`src/inc/ccf_defines.svh`:
```
`ifndef CCF_DEFINES_SVH
`define CCF_DEFINES_SVH

// ==========================================
// Register map
`define CCF_ADDR_CTRL4 12'h013
`define CCF_ADDR_CTRLX 12'h020
`define CCF_ADDR_STAT 12'h024
`define CCF_ADDR_VLIM 12'h028

// ==========================================
// Field positions in the control register
`define CCF_B_IN2_GATE 7
`define CCF_B_IN1_GATE 6
`define CCF_B_FREQ 5
`define CCF_B_STAT_OFF 4
`define CCF_B_SHORT_OFF 3
`define CCF_B_UVP_OFF 2
`define CCF_B_FORCE_DET 1
`define CCF_B_OCP_ON 0

// Fields in the auxiliary control register
`define CCF_B_MASTER_OFF 0
`define CCF_B_SW_RESET 1
`define CCF_B_WDOG_EXPIRE 2

// ==========================================
// Reset values
`define CCF_RST_CTRL4 8'h01
`define CCF_RST_STAT_OFF 1'b0
`define CCF_RST_OCP_ON 1'b1

// ==========================================
// Timing: settle time before the bus voltage sample
`define CCF_SETTLE_NS 1000
`define CCF_CLK_NS 8
`define CCF_SETTLE_CYC ((`CCF_SETTLE_NS + `CCF_CLK_NS - 1) / `CCF_CLK_NS)
// Edges after reset release before pins are captured
`define CCF_INIT_WAIT 2'h2

`endif

```
`src/inc/ccf_pkg.sv`:
```
package ccf_pkg;

    // Forced input-limit detection sequence
    typedef enum logic [3:0] {
        CCF_IDLE = 4'b0001,
        CCF_STOP = 4'b0010,
        CCF_MEAS = 4'b0100,
        CCF_LOAD = 4'b1000
    } ccf_det_type;

endpackage

```
`src/logic/ccf_charger_control_four.sv`:
```
`timescale 1ns/10ps
`default_nettype none
`include "ccf_defines.svh"

module ccf_charger_control_four #(
    parameter int VLIM_W = 8,
    parameter int SETTLE_CYC = `CCF_SETTLE_CYC
) (
    input wire logic pclk,
    input wire logic presetn,
    input wire logic clk_en,
    input wire logic psel,
    input wire logic penable,
    input wire logic pwrite,
    input wire logic [11:0] paddr,
    input wire logic [31:0] pwdata,
    input wire logic [3:0] pstrb,
    output logic [31:0] prdata,
    output logic pready,
    output logic pslverr,
    input wire logic config_strap_pin,
    input wire logic first_input_fet_pair,
    input wire logic second_input_fet_pair,
    input wire logic watchdog_expired,
    input wire logic vbat_above_min_sys,
    input wire logic vbus_meas_valid,
    input wire logic [VLIM_W-1:0] vbus_meas_value,
    output logic input2_gate_drive_on,
    output logic input1_gate_drive_on,
    output logic switching_frequency_select,
    output logic status_pin_off,
    output logic sys_short_hiccup_off,
    output logic reverse_undervolt_hiccup_off,
    output logic input_overcurrent_prot_on,
    output logic converter_stop,
    output logic vbus_meas_req,
    output logic [VLIM_W-1:0] input_voltage_limit
);

    // ==========================================
    // Pin synchronisers
    logic [1:0] strap_s_r;
    logic [1:0] fet1_s_r;
    logic [1:0] fet2_s_r;
    logic [1:0] wdog_s_r;
    logic [1:0] vbat_s_r;

    // Two flops per external level
    always_ff @(posedge pclk or negedge presetn) begin
        if (!presetn) begin
            strap_s_r <= 2'h0;
            fet1_s_r <= 2'h0;
            fet2_s_r <= 2'h0;
            wdog_s_r <= 2'h0;
            vbat_s_r <= 2'h0;
        end else if (clk_en) begin
            strap_s_r <= {strap_s_r[0], config_strap_pin};
            fet1_s_r <= {fet1_s_r[0], first_input_fet_pair};
            fet2_s_r <= {fet2_s_r[0], second_input_fet_pair};
            wdog_s_r <= {wdog_s_r[0], watchdog_expired};
            vbat_s_r <= {vbat_s_r[0], vbat_above_min_sys};
        end
    end

    // ==========================================
    // Power-on capture of presence and strap
    logic [1:0] init_cnt_r;
    logic init_done_r;
    logic init_take;
    logic fet1_here_r;
    logic fet2_here_r;
    logic strap_r;

    // Second sync flop holds the pin level only from the second edge on
    assign init_take = !init_done_r && (init_cnt_r == `CCF_INIT_WAIT);

    // Caught once the synchronisers have filled after reset release
    always_ff @(posedge pclk or negedge presetn) begin
        if (!presetn) begin
            init_cnt_r <= 2'h0;
            init_done_r <= 1'b0;
            fet1_here_r <= 1'b0;
            fet2_here_r <= 1'b0;
            strap_r <= 1'b0;
        end else if (clk_en && !init_done_r) begin
            init_cnt_r <= init_cnt_r + 2'h1;
            if (init_take) begin
                init_done_r <= 1'b1;
                fet1_here_r <= fet1_s_r[1];
                fet2_here_r <= fet2_s_r[1];
                strap_r <= strap_s_r[1];
            end
        end
    end

    // ==========================================
    // APB decode
    logic wr_en;
    logic rd_en;
    logic hit_ctrl4;
    logic hit_ctrlx;
    logic hit_stat;
    logic hit_vlim;
    logic mapped;

    function automatic logic addr_is(input logic [11:0] a, input logic [11:0] ref_a);
        addr_is = (a == ref_a);
    endfunction

    assign hit_ctrl4 = addr_is(paddr, `CCF_ADDR_CTRL4 << 2);
    assign hit_ctrlx = addr_is(paddr, `CCF_ADDR_CTRLX);
    assign hit_stat = addr_is(paddr, `CCF_ADDR_STAT);
    assign hit_vlim = addr_is(paddr, `CCF_ADDR_VLIM);
    assign mapped = hit_ctrl4 | hit_ctrlx | hit_stat | hit_vlim;
    assign pready = 1'b1;
    assign pslverr = psel & penable & ~mapped;
    assign wr_en = psel & penable & pwrite & mapped & clk_en & pstrb[0];
    assign rd_en = psel & penable & ~pwrite & clk_en;

    // ==========================================
    // Auxiliary control: master gate off, soft reset, watchdog expiry
    logic master_off_r;
    logic sw_reset;
    logic sw_wdog;
    logic wdog_prev_r;
    logic wdog_evt;

    assign sw_reset = wr_en & hit_ctrlx & pwdata[`CCF_B_SW_RESET];
    assign sw_wdog = wr_en & hit_ctrlx & pwdata[`CCF_B_WDOG_EXPIRE];

    // Master gate-drive disable bit
    always_ff @(posedge pclk or negedge presetn) begin
        if (!presetn) begin
            master_off_r <= 1'b0;
        end else if (clk_en) begin
            if (wr_en && hit_ctrlx) begin
                master_off_r <= pwdata[`CCF_B_MASTER_OFF];
            end
        end
    end

    // Rising edge of synchronised watchdog expiry
    always_ff @(posedge pclk or negedge presetn) begin
        if (!presetn) begin
            wdog_prev_r <= 1'b0;
        end else if (clk_en) begin
            wdog_prev_r <= wdog_s_r[1];
        end
    end
    assign wdog_evt = (wdog_s_r[1] & ~wdog_prev_r) | sw_wdog;

    // ==========================================
    // Control register fields
    logic gate2_r;
    logic gate1_r;
    logic freq_r;
    logic stat_off_r;
    logic short_off_r;
    logic uvp_off_r;
    logic force_r;
    logic ocp_on_r;
    logic ctl_wr;
    logic det_done;

    assign ctl_wr = wr_en & hit_ctrl4;

    // Gate enables, locked off when pair absent or master off
    always_ff @(posedge pclk or negedge presetn) begin
        if (!presetn) begin
            gate2_r <= 1'b0;
            gate1_r <= 1'b0;
        end else if (clk_en) begin
            if (master_off_r) begin
                gate2_r <= 1'b0;
                gate1_r <= 1'b0;
            end else if (ctl_wr) begin
                gate2_r <= pwdata[`CCF_B_IN2_GATE] & fet2_here_r & init_done_r;
                gate1_r <= pwdata[`CCF_B_IN1_GATE] & fet1_here_r & init_done_r;
            end
        end
    end

    // Frequency select, loaded from strap at power-on and soft reset
    always_ff @(posedge pclk or negedge presetn) begin
        if (!presetn) begin
            freq_r <= 1'b0;
        end else if (clk_en) begin
            if (init_take) begin
                freq_r <= strap_s_r[1];
            end else if (sw_reset) begin
                freq_r <= strap_r;
            end else if (ctl_wr) begin
                freq_r <= pwdata[`CCF_B_FREQ];
            end
        end
    end

    // Status pin disable, cleared by watchdog or soft reset
    always_ff @(posedge pclk or negedge presetn) begin
        if (!presetn) begin
            stat_off_r <= `CCF_RST_STAT_OFF;
        end else if (clk_en) begin
            if (wdog_evt || sw_reset) begin
                stat_off_r <= `CCF_RST_STAT_OFF;
            end else if (ctl_wr) begin
                stat_off_r <= pwdata[`CCF_B_STAT_OFF];
            end
        end
    end

    // Hiccup disables and overcurrent enable, soft reset only
    always_ff @(posedge pclk or negedge presetn) begin
        if (!presetn) begin
            short_off_r <= 1'b0;
            uvp_off_r <= 1'b0;
            ocp_on_r <= `CCF_RST_OCP_ON;
        end else if (clk_en) begin
            if (sw_reset) begin
                short_off_r <= 1'b0;
                uvp_off_r <= 1'b0;
                ocp_on_r <= `CCF_RST_OCP_ON;
            end else if (ctl_wr) begin
                short_off_r <= pwdata[`CCF_B_SHORT_OFF];
                uvp_off_r <= pwdata[`CCF_B_UVP_OFF];
                ocp_on_r <= pwdata[`CCF_B_OCP_ON];
            end
        end
    end

    // Forced detection request; done and soft reset win over a write, reset returns it to 0
    always_ff @(posedge pclk or negedge presetn) begin
        if (!presetn) begin
            force_r <= 1'b0;
        end else if (clk_en) begin
            if (sw_reset || det_done) begin
                force_r <= 1'b0;
            end else if (ctl_wr && pwdata[`CCF_B_FORCE_DET] && vbat_s_r[1]) begin
                force_r <= 1'b1;
            end
        end
    end

    // ==========================================
    // Detection sequence
    ccf_pkg::ccf_det_type det_r;
    logic [15:0] settle_r;
    logic [VLIM_W-1:0] vlim_r;

    assign det_done = (det_r == ccf_pkg::CCF_LOAD);

    // Stop switching, settle, sample bus voltage, load limit
    always_ff @(posedge pclk or negedge presetn) begin
        if (!presetn) begin
            det_r <= ccf_pkg::CCF_IDLE;
            settle_r <= 16'h0000;
        end else if (clk_en) begin
            case (det_r)
                ccf_pkg::CCF_IDLE: begin
                    if (force_r && !sw_reset) begin
                        det_r <= ccf_pkg::CCF_STOP;
                        settle_r <= 16'(SETTLE_CYC);
                    end
                end
                ccf_pkg::CCF_STOP: begin
                    if (!force_r) begin
                        det_r <= ccf_pkg::CCF_IDLE;
                    end else if (settle_r <= 16'h0001) begin
                        det_r <= ccf_pkg::CCF_MEAS;
                    end else begin
                        settle_r <= settle_r - 16'h0001;
                    end
                end
                ccf_pkg::CCF_MEAS: begin
                    if (!force_r) begin
                        det_r <= ccf_pkg::CCF_IDLE;
                    end else if (vbus_meas_valid) begin
                        det_r <= ccf_pkg::CCF_LOAD;
                    end
                end
                ccf_pkg::CCF_LOAD: det_r <= ccf_pkg::CCF_IDLE;
                default: det_r <= ccf_pkg::CCF_IDLE;
            endcase
        end
    end

    // Input voltage limit loaded from the idle bus sample
    always_ff @(posedge pclk or negedge presetn) begin
        if (!presetn) begin
            vlim_r <= '0;
        end else if (clk_en) begin
            if (det_r == ccf_pkg::CCF_MEAS && force_r && vbus_meas_valid) begin
                vlim_r <= vbus_meas_value;
            end else if (wr_en && hit_vlim) begin
                vlim_r <= pwdata[VLIM_W-1:0];
            end
        end
    end

    // ==========================================
    // Read data
    logic [7:0] ctl_view;
    assign ctl_view = {gate2_r, gate1_r, freq_r, stat_off_r,
                       short_off_r, uvp_off_r, force_r, ocp_on_r};

    // Registered read mux
    always_ff @(posedge pclk or negedge presetn) begin
        if (!presetn) begin
            prdata <= 32'h0000_0000;
        end else if (psel && !penable && !pwrite && clk_en) begin
            if (hit_ctrl4) begin
                prdata <= {24'h00_0000, ctl_view};
            end else if (hit_ctrlx) begin
                prdata <= {31'h0000_0000, master_off_r};
            end else if (hit_stat) begin
                prdata <= {24'h00_0000, det_r, init_done_r, fet2_here_r, fet1_here_r,
                           strap_r};
            end else if (hit_vlim) begin
                prdata <= {{(32-VLIM_W){1'b0}}, vlim_r};
            end else begin
                prdata <= 32'h0000_0000;
            end
        end
    end

    // ==========================================
    // Outputs
    assign input2_gate_drive_on = gate2_r;
    assign input1_gate_drive_on = gate1_r;
    assign switching_frequency_select = freq_r;
    assign status_pin_off = stat_off_r;
    assign sys_short_hiccup_off = short_off_r;
    assign reverse_undervolt_hiccup_off = uvp_off_r;
    assign input_overcurrent_prot_on = ocp_on_r;
    assign converter_stop = (det_r != ccf_pkg::CCF_IDLE);
    assign vbus_meas_req = (det_r == ccf_pkg::CCF_MEAS);
    assign input_voltage_limit = vlim_r;

    logic unused_ok;
    assign unused_ok = rd_en & |pwdata[31:8] & |pstrb[3:1];

endmodule // ccf_charger_control_four

`default_nettype wire

```
`config.mk`:
```
export PLATFORM = sky130hd
export DESIGN_NAME = ccf_charger_control_four
export DESIGN_NICKNAME = d
export VERILOG_FILES = /design/src/inc/ccf_pkg.sv /design/src/logic/ccf_charger_control_four.sv
export VERILOG_INCLUDE_DIRS = /design/src /design/src/inc
export SDC_FILE = /design/constraint.sdc
export NUM_CORES = 1
export LEC_CHECK = 0
export BUFFER_PORTS_ARGS = -buffer_cell sky130_fd_sc_hd__buf_2
export CORE_MARGIN = 2
export CORE_UTILIZATION = 40
export DETAILED_ROUTE_END_ITERATION = 12
export PLACE_DENSITY = 0.66
export SYNTH_ARGS = -nofsm -noshare
export SYNTH_HDL_FRONTEND = slang
export SYNTH_SLANG_ARGS = --single-unit
```
`constraint.sdc`:
```
create_clock -name pclk -period 3.8 [get_ports pclk]
set_clock_uncertainty 0.05 [all_clocks]
set_input_delay 0.57 -clock pclk [delete_from_list [all_inputs] [get_ports pclk]]
set_output_delay 0.57 -clock pclk [all_outputs]
set_load 0.02 [all_outputs]
```
# After elaboration in Yosys (flattened, before gate mapping)
# Index checks and enable logic that the tools add are counted.
dict set report totals {
  regBits 86
  in_bits 68
  out_inout_bits 51
}
dict set report op_classes {
  n_addsub 2
  magnitude_cmp 1
  eq_ne 15
  n_mux 33
  bitwise_logic 21
  n_reduce_logical 35
}
# op n
set ops {}
lappend ops {{$mux 16} 3}
lappend ops {{$mux 8} 6}
lappend ops {{$eq 12x6->1 const B} 3}
lappend ops {{$pmux 16 s2} 1}
lappend ops {{$mux 4} 5}
lappend ops {{$mux 1} 17}
lappend ops {{$le 16x1->1 const B} 1}
lappend ops {{$reduce_and 2->1} 8}
lappend ops {{$sub 16x1->16 const B} 1}
lappend ops {{$and 1x1->1} 15}
lappend ops {{$eq 12x7->1 const B} 1}
lappend ops {{$logic_and 1x1->1} 12}
lappend ops {{$pmux 4 s3} 1}
lappend ops {{$reduce_bool 2->1} 6}
lappend ops {{$ne 2x2->1 const B} 3}
lappend ops {{$ne 3x3->1 const B} 2}
lappend ops {{$reduce_and 5->1} 1}
lappend ops {{$eq 4x1->1 const B} 1}
lappend ops {{$eq 4x2->1 const B} 1}
lappend ops {{$eq 4x3->1 const B} 1}
lappend ops {{$eq 4x4->1 const B} 1}
lappend ops {{$logic_not 1->1} 4}
lappend ops {{$ne 4x1->1 const B} 1}
lappend ops {{$or 1x1->1} 4}
lappend ops {{6 further kinds} 8}

# Longest topological paths before layout
# Gate-level depths: netlist (run 1).
dict set report depth {
  ltp_word 13
  mapped_depth 8
}

# Least setup slack after synthesis (run 1)
# Ideal clock, no wire load.
dict set report synth_path {
  path_type {flip-flop to flip-flop}
  start {register settle_r[0]}
  end {register settle_r[8]}
  setup_ns 0.126
  t_arrival_ns 1.888
  required_ns 3.624
  setup_slack_ns 1.736
  stages_incl_launch_ff 9
  n_path_buf 1
  period_less_slack_ns 2.064
  cell_sequence {dfrtp_1 inv_1 ha_1 nor2_1 nor3_1 and4_1 buf_4 a211o_2 a221o_1}
}
dict set report synth_via {
  elab_chain_cells 4
}
# item line_no
set synth_lines {}
lappend synth_lines {{start, declared} ccf_charger_control_four.sv:246} ;# logic [15:0] settle_r;
lappend synth_lines {{start signal, assigned} ccf_charger_control_four.sv:261} ;# settle_r <= 16'(SETTLE_CYC);
lappend synth_lines {{start signal, assigned} ccf_charger_control_four.sv:270} ;# settle_r <= settle_r - 16'h0001;
lappend synth_lines {{$sub 16x1->16} ccf_charger_control_four.sv:270}
lappend synth_lines {{$mux 16} ccf_charger_control_four.sv:267} ;# end else if (settle_r <= 16'h0001) begin
lappend synth_lines {{$mux 16} ccf_charger_control_four.sv:265} ;# if (!force_r) begin
lappend synth_lines {{$pmux 16 s2} ccf_charger_control_four.sv:257} ;# case (det_r)
# Parallel ways exist; a longest one is shown, timed or not. The select of a mux whose other input is x is not followed.
# A chain may end at the register's enable or synchronous reset.

# Worst setup path in the final report (run 1)
dict set report layout_path {
  start {register det_r[1]}
  end {register det_r[2]}
}
dict set report layout_via {
  elab_chain_cells 3
}
# item line_no
set layout_lines {}
lappend layout_lines {{start, declared} ccf_charger_control_four.sv:245} ;# ccf_pkg::ccf_det_type det_r;
lappend layout_lines {{start signal, assigned} ccf_charger_control_four.sv:254} ;# det_r <= ccf_pkg::CCF_IDLE;
lappend layout_lines {{start signal, assigned} ccf_charger_control_four.sv:260} ;# det_r <= ccf_pkg::CCF_STOP;
lappend layout_lines {{start signal, assigned} ccf_charger_control_four.sv:266} ;# det_r <= ccf_pkg::CCF_IDLE;
lappend layout_lines {{$eq 4x2->1 (tied with other cells)} ccf_charger_control_four.sv:257}
lappend layout_lines {{$ne 3x3->1 (no source line) / $ne 2x2->1 (equally long branches)} --}
lappend layout_lines {{$reduce_and 4->1 (no source line)} --}
# Parallel ways exist; a longest one is shown, timed or not.

==> results of run 1 <==
state kept, by name, indices dropped and copies added (netlist names), 2 cells and up:
register             flops
det_r                    4
fet1_s_r                 2
fet2_s_r                 2
init_cnt_r               2
input_voltage_limit      8
prdata                   8
settle_r                16
strap_s_r                2
vbat_s_r                 2
wdog_s_r                 2
cells in the final DEF (no fill, tap or decap), types with 9 or more instances in the layout:
cell type and instances:
mux2_2 16, clkbuf_8 9, nand3_1 12, o21ai_0 10
nor2_1 42, buf_2 66, dfrtp_1 60, a21oi_1 20
mux2i_1 12, nand2_1 20, inv_1 11, nor3_1 9
conb_1 25
final cells by class:
cell class	count	area (sq um)
Clock buffer	9	123.9
Tap cell	108	135.1
Sequential cell	62	1554
Inverter	11	41.29
Fill cell	816	4593
Multi-Input combinational cell	268	1779
Clock inverter	7	48.80
Timing Repair Buffer	70	360.3
cells by family after synthesis:
| logic type | Yosys count |
|---|---|
| flops | 62 |
| compound gates | 77 |
| simple gates | 133 |
| other cells | 2 |
| xor+xnor | 1 |
| buf+inv | 48 |
| fa+ha+maj | 3 |
| mux | 29 |
layer usage:
| metal | part of all wire [%] | GRT usage, % | vias to the layer above | routed length [um] |
|---|---|---|---|---|
| met5 | 0 | 0 | - | 0 |
| met4 | 1.7 | 7.692 | 0 | 138 |
| met3 | 6.4 | 4.581 | 11 | 529 |
| met2 | 47 | 27.03 | 96 | 3823 |
| met1 | 45 | 23.81 | 1400 | 3722 |
| li1 | - | - | 1388 | - |
path summary, 6_finish.rpt:
kind	startpoint	endpoint	cells after the start
min in group pclk	second_input_fet_pair	fet2_s_r[0]	2
min	presetn	fet2_here_r	1
max reg2reg	det_r[1]	det_r[2]	5
max in group asynchronous	presetn	settle_r[14]	2
max	det_r[1]	det_r[2]	5
min reg2reg	init_cnt_r[0]	init_cnt_r[0]	1
stage by stage:
step,power (mW),area [sq um]
floorplan,0.9479,3617
global placement,1.026,3870
detailed placement,1.038,3870
CTS,1.562,4043
global route,1.623,4043
finish,1.542,4043
power breakdown:
group          total, mW  leakage (nW)  internal (mW)  switching, mW
sequential         0.782         0.783          0.728         0.0549
combinational      0.240          1.00          0.101          0.140
clock              0.519        0.0898          0.238          0.281
total               1.54          1.88           1.07          0.475
==> out/results.ini, run 1 <==
[outcome]
status = finished clean

[setup_path]
end_kind = register
cp.required_ns = 4.01
ff2ff_setup_slack_ns = 1.39
cp_cell_sequence = nor2b_1, and2_0, nand2_1, o211ai_1, mux2i_1
path_max_fanout = 14
path_delay_family = simple AND/OR/NAND/NOR gates
path_class = reg2reg
cp.arrival_ns = 2.63
slowest_delay_ns = 0.65
worst-path-buf-inv = 0
cp_slowest_cell = and2_0
start_kind = register

[floorplan]
io_pins = 119
chipHeight_um = 97.96
dieArea_sq_um = 9595
rows = 34
die_x_um = 97.96
core_area_sq_um = 8636
start_util_pct = 40.89

[timing]
min_period_over_period_pct = 63.54
slew_violations = 0
finalSetupViolCount = 0
finalWorstSetupSlack_ns = 1.385
hold_viol = 0
clock.fmax_mhz = 414.2
relSlewSlack_pct = 48.32
worst_pin_slew_ns = 0.7752
whs_ns = 0.2465
rsz0062_at_grt = no
fin_setup_tns_ns = 0
min_period_ns = 2.415

[route]
first_pass_iters = 5
drc = 0
drtAntennaViolNets = 0
drt_wl_total_um = 8213
via_per_inst = 5.411
wl_per_cell_um = 15.35
first_iter_violations = 177
vias = 2895

[synthesis]
netlist.area_leader.share_pct = 42.52
synthMuxAreaShare_pct = 8.824
synth_flop_cell = dfrtp_1
synthCells = 355
synth_top_family_by_area = simple AND/OR/NAND/NOR gates
synth_area_sq_um = 3531
synth_xor_area_share_pct = 0.2481
synth_top_area_cell = dfrtp_1
synthMostInstantiatedCell = dfrtp_1
async_flop_share_pct = 100.0
synth.area.top_cells = dfrtp_1 43%, buf_4 6.0%, mux2_2 5.1%, nor2_1 4.5%, mux2i_1 3.4%
postSynthAreaPerCell_sq_um = 9.946
synth_cell_types = 65
synth-seq-cells = 62
synth_common_cells = 60 x dfrtp_1, 42 x nor2_1, 28 x buf_4
synth_warnings = 0
synth_fa_ha_area_share_pct = 1.063
synth_seq_area_share_pct = 44.01
synth_compound_area_share_pct = 15.77
synth_edf_count = 0
synth-simple-area-share_pct = 21.65

[cts]
numCtsBuffers = 9
clk_pin_slew_ns = 0.08
cts_num_sinks = 62
clkLatencyLatePin_ns = 0.35
post_cts_resized = 0
cts_root_buffer = clkbuf_8
holdBufCountCts = 0
cts_tree = yes
cts_setup_buffers = 0
clock_path_buffers = 2
htree_levels = 3

[place]
io_buffers = 66
dp_hpwl_um = 6086
post-place-cells = 519
place_ws_ns = 1.305
routabilityCongestion = 0.8908

[global_route]
grt_usage_pct = 17.69
grt_pass1_wl_um = 13590
grt_overflow_total = 0
antenna_found_initial = 0
grt_max_degree = 36
grt_pass1_vias = 2734

[pwr]
ir_drop_mv = 0.1839
powerDensity_nw_per_um2 = 381.4
leakagePower_nw = 1.877

[job]
maxCapViolations = 0

[final_layout]
final_layout_size_suffix_gt1_share_pct = 27.63
diodes = 0
num-nets-final = 493
area_delta_synth_final_pct = 14.49
final_core_util_pct = 46.81
final_cells = 535

[min_path]
min-delay-path-class = in2async

Power figures use the tool's default switching activity.
==> run 2: changes to the inputs <==
Settings changed: ABC_AREA from default to 1, PLACE_DENSITY 0.66 to 0.68.
Clock period 3.8 ns to 2.2 ns, I/O delays scaled along.
==> out/results.ini, run 2 <==
[final_layout]
fill_cells = 940
final_core_util_pct = 47.28
seqCellArea_sq_um = 1554
num-nets-final = 640
diodes = 0
top_register = settle_r
largest_reg_flops = 16
multi_input_comb_area_sq_um = 1753
area_delta_synth_final_pct = 16.56
final_layout_size_suffix_gt1_share_pct = 21.60
most-common-layout-cells = 136 x nand2_1, 66 x buf_2, 60 x dfrtp_1
final_common_cell = nand2_1

[synthesis]
synth-seq-cells = 62
synthMostInstantiatedCell = nand2_1
synth_flop_cell = dfrtp_1
synth.area.top_cells = dfrtp_1 41%, nand2_1 14%, buf_4 5.7%, inv_1 5.5%, nand3_1 5.3%
synth_top_area_cell = dfrtp_1
netlist.area_leader.share_pct = 40.64
synth_common_cells = 136 x nand2_1, 60 x dfrtp_1, 54 x inv_1
async_flop_share_pct = 100.0
synth_edf_count = 0
synth_area_sq_um = 3695
synthCells = 489
synth_seq_area_share_pct = 42.06
synth_cell_types = 43
postSynthAreaPerCell_sq_um = 7.556
synth_warnings = 0

[timing]
hold_viol = 0
clock.fmax_mhz = 507.5
slew_violations = 0
min_period_over_period_pct = 89.56
rsz0062_at_grt = no
fin_setup_tns_ns = 0
finalSetupViolCount = 0
worst_pin_slew_ns = 0.6491
min_period_ns = 1.970
relSlewSlack_pct = 56.73

[setup_path]
ff2ff_setup_slack_ns = 0.23
path_class = reg2reg
cp.arrival_ns = 2.19
rr_startpoint = settle_r[0]
cp.required_ns = 2.42
worstReg2RegEnd = settle_r[12]
end_kind = register
start_kind = register
path_max_fanout = 5
worst_r2r_path_depth = 11

[cts]
numCtsBuffers = 9
clk_pin_slew_ns = 0.06
cts_tree = yes
cts_setup_buffers = 0
cts_num_sinks = 62
clock_path_buffers = 2
htree_levels = 3
clkLatencyLatePin_ns = 0.34
cts_root_buffer = clkbuf_8

[place]
io_buffers = 66
dp_hpwl_um = 6607
routabilityCongestion = 0.9408

[route]
first_iter_violations = 132
drc = 0
first_pass_iters = 4
vias = 3322
via_per_inst = 4.850
drtAntennaViolNets = 0
drt_wl_total_um = 8584
wl_per_cell_um = 12.53

[global_route]
grt_usage_pct = 18.16
antenna_found_initial = 0
grt_overflow_total = 0
grt_pass1_wl_um = 14380
grt_max_degree = 33
grt_pass1_vias = 3126

[min_path]
min_to = fet2_s_r[0]
min-delay-path-class = in2reg
min_from = second_input_fet_pair
holdPathStages = 3

[floorplan]
chipHeight_um = 100.1
io_pins = 119
die_x_um = 100.1
rows = 35
dieArea_sq_um = 10020
core_area_sq_um = 9109
start_util_pct = 40.56

[pwr]
ir_drop_mv = 0.4110
leakagePower_nw = 2.276
powerDensity_nw_per_um2 = 775.4

[job]
maxCapViolations = 0

[outcome]
status = finished clean

[run 2: worst max path at each step]
stage | from | end | slack, ns | depth (start not counted)
global route | settle_r[8] | settle_r[13] | 0.05 | 9
floorplan | settle_r[0] | settle_r[12] | 0.48 | 10
finish | settle_r[0] | settle_r[12] | 0.23 | 11
CTS | settle_r[0] | settle_r[12] | 0.15 | 11
global placement | settle_r[0] | settle_r[12] | 0.23 | 11
detailed placement | settle_r[0] | settle_r[12] | 0.16 | 11
[run 2: stage by stage]
step / instance area [sq um] / worst slack (ns) / std cells / total power, mW / hold slack (ns)
global placement: 4124 / 0.2323 / 668 / 2.439 / 0.3536
CTS: 4302 / 0.1484 / 685 / 3.359 / 0.1269
floorplan: 3781 / 0.4812 / 512 / 2.220 / -0.01559
finish: 4307 / 0.2297 / 685 / 3.340 / 0.1391
global route: 4307 / 0.05184 / 685 / 3.577 / 0.1368
detailed placement: 4124 / 0.1621 / 668 / 2.479 / 0.3464
[run 2: cell type report]
cell class | count | share of cell area, %
timing repair buffer | 82 | 10.81
clock inverter | 4 | 0.5230
sequential | 62 | 36.08
inverter | 60 | 5.288
multi-input combinational | 354 | 40.70
clock buffer | 12 | 3.370
tap | 111 | 3.225
[run 2: metal layers]
| layer | share of wire [%] | vias to the layer above | track usage [%] |
|---|---|---|---|
| met4 | 1.9 | 0 | 6.955 |
| met3 | 5.1 | 12 | 4.596 |
| li1 | - | 1691 | - |
| met2 | 47 | 101 | 28.79 |
| met5 | 0 | - | 0 |
| met1 | 46 | 1518 | 24.03 |
[run 2: worst max-delay path, cell delays in order (launching register included)]
cell and delay, ns:
dfrtp_1 0.43, inv_1 0.12, ha_1 0.21, nand2_1 0.12, nor3_2 0.20, inv_1 0.12, nor2_2 0.17, nand3_1 0.11
xor2_1 0.15, nor2_1 0.09, nand3_1 0.08, nand2_1 0.07
[run 2: logic make-up (layout without fill, tap and decap cells)]
| logic type | count (synthesis) | count (layout) | share of synthesized area [%] |
|---|---|---|---|
| AND/OR/NAND/NOR | 248 | 248 | 30.44 |
| buffers and inverters | 96 | 158 | 12.97 |
| AO/OA/AOI/OAI | 70 | 70 | 11.41 |
| flip-flops | 62 | 62 | 42.06 |
| XOR/XNOR | 8 | 8 | 1.896 |
| adder cells (fa/ha/maj) | 3 | 3 | 1.016 |
| other | 2 | 25 | 0.2033 |
[run 2: where the power goes]
group          switching (mW)  total [mW]  internal, mW
Sequential              0.159        1.45          1.29
Combinational           0.659        1.02         0.360
Clock                   0.438       0.872         0.434
Total                    1.26        3.34          2.08
[run 2: repair_timing]
action,4_1_cts,5_1_grt
endpoints found under the hold margin,23,0
setup endpoints to repair,0,1
hold buffers,1,0
gates resized for setup,0,1
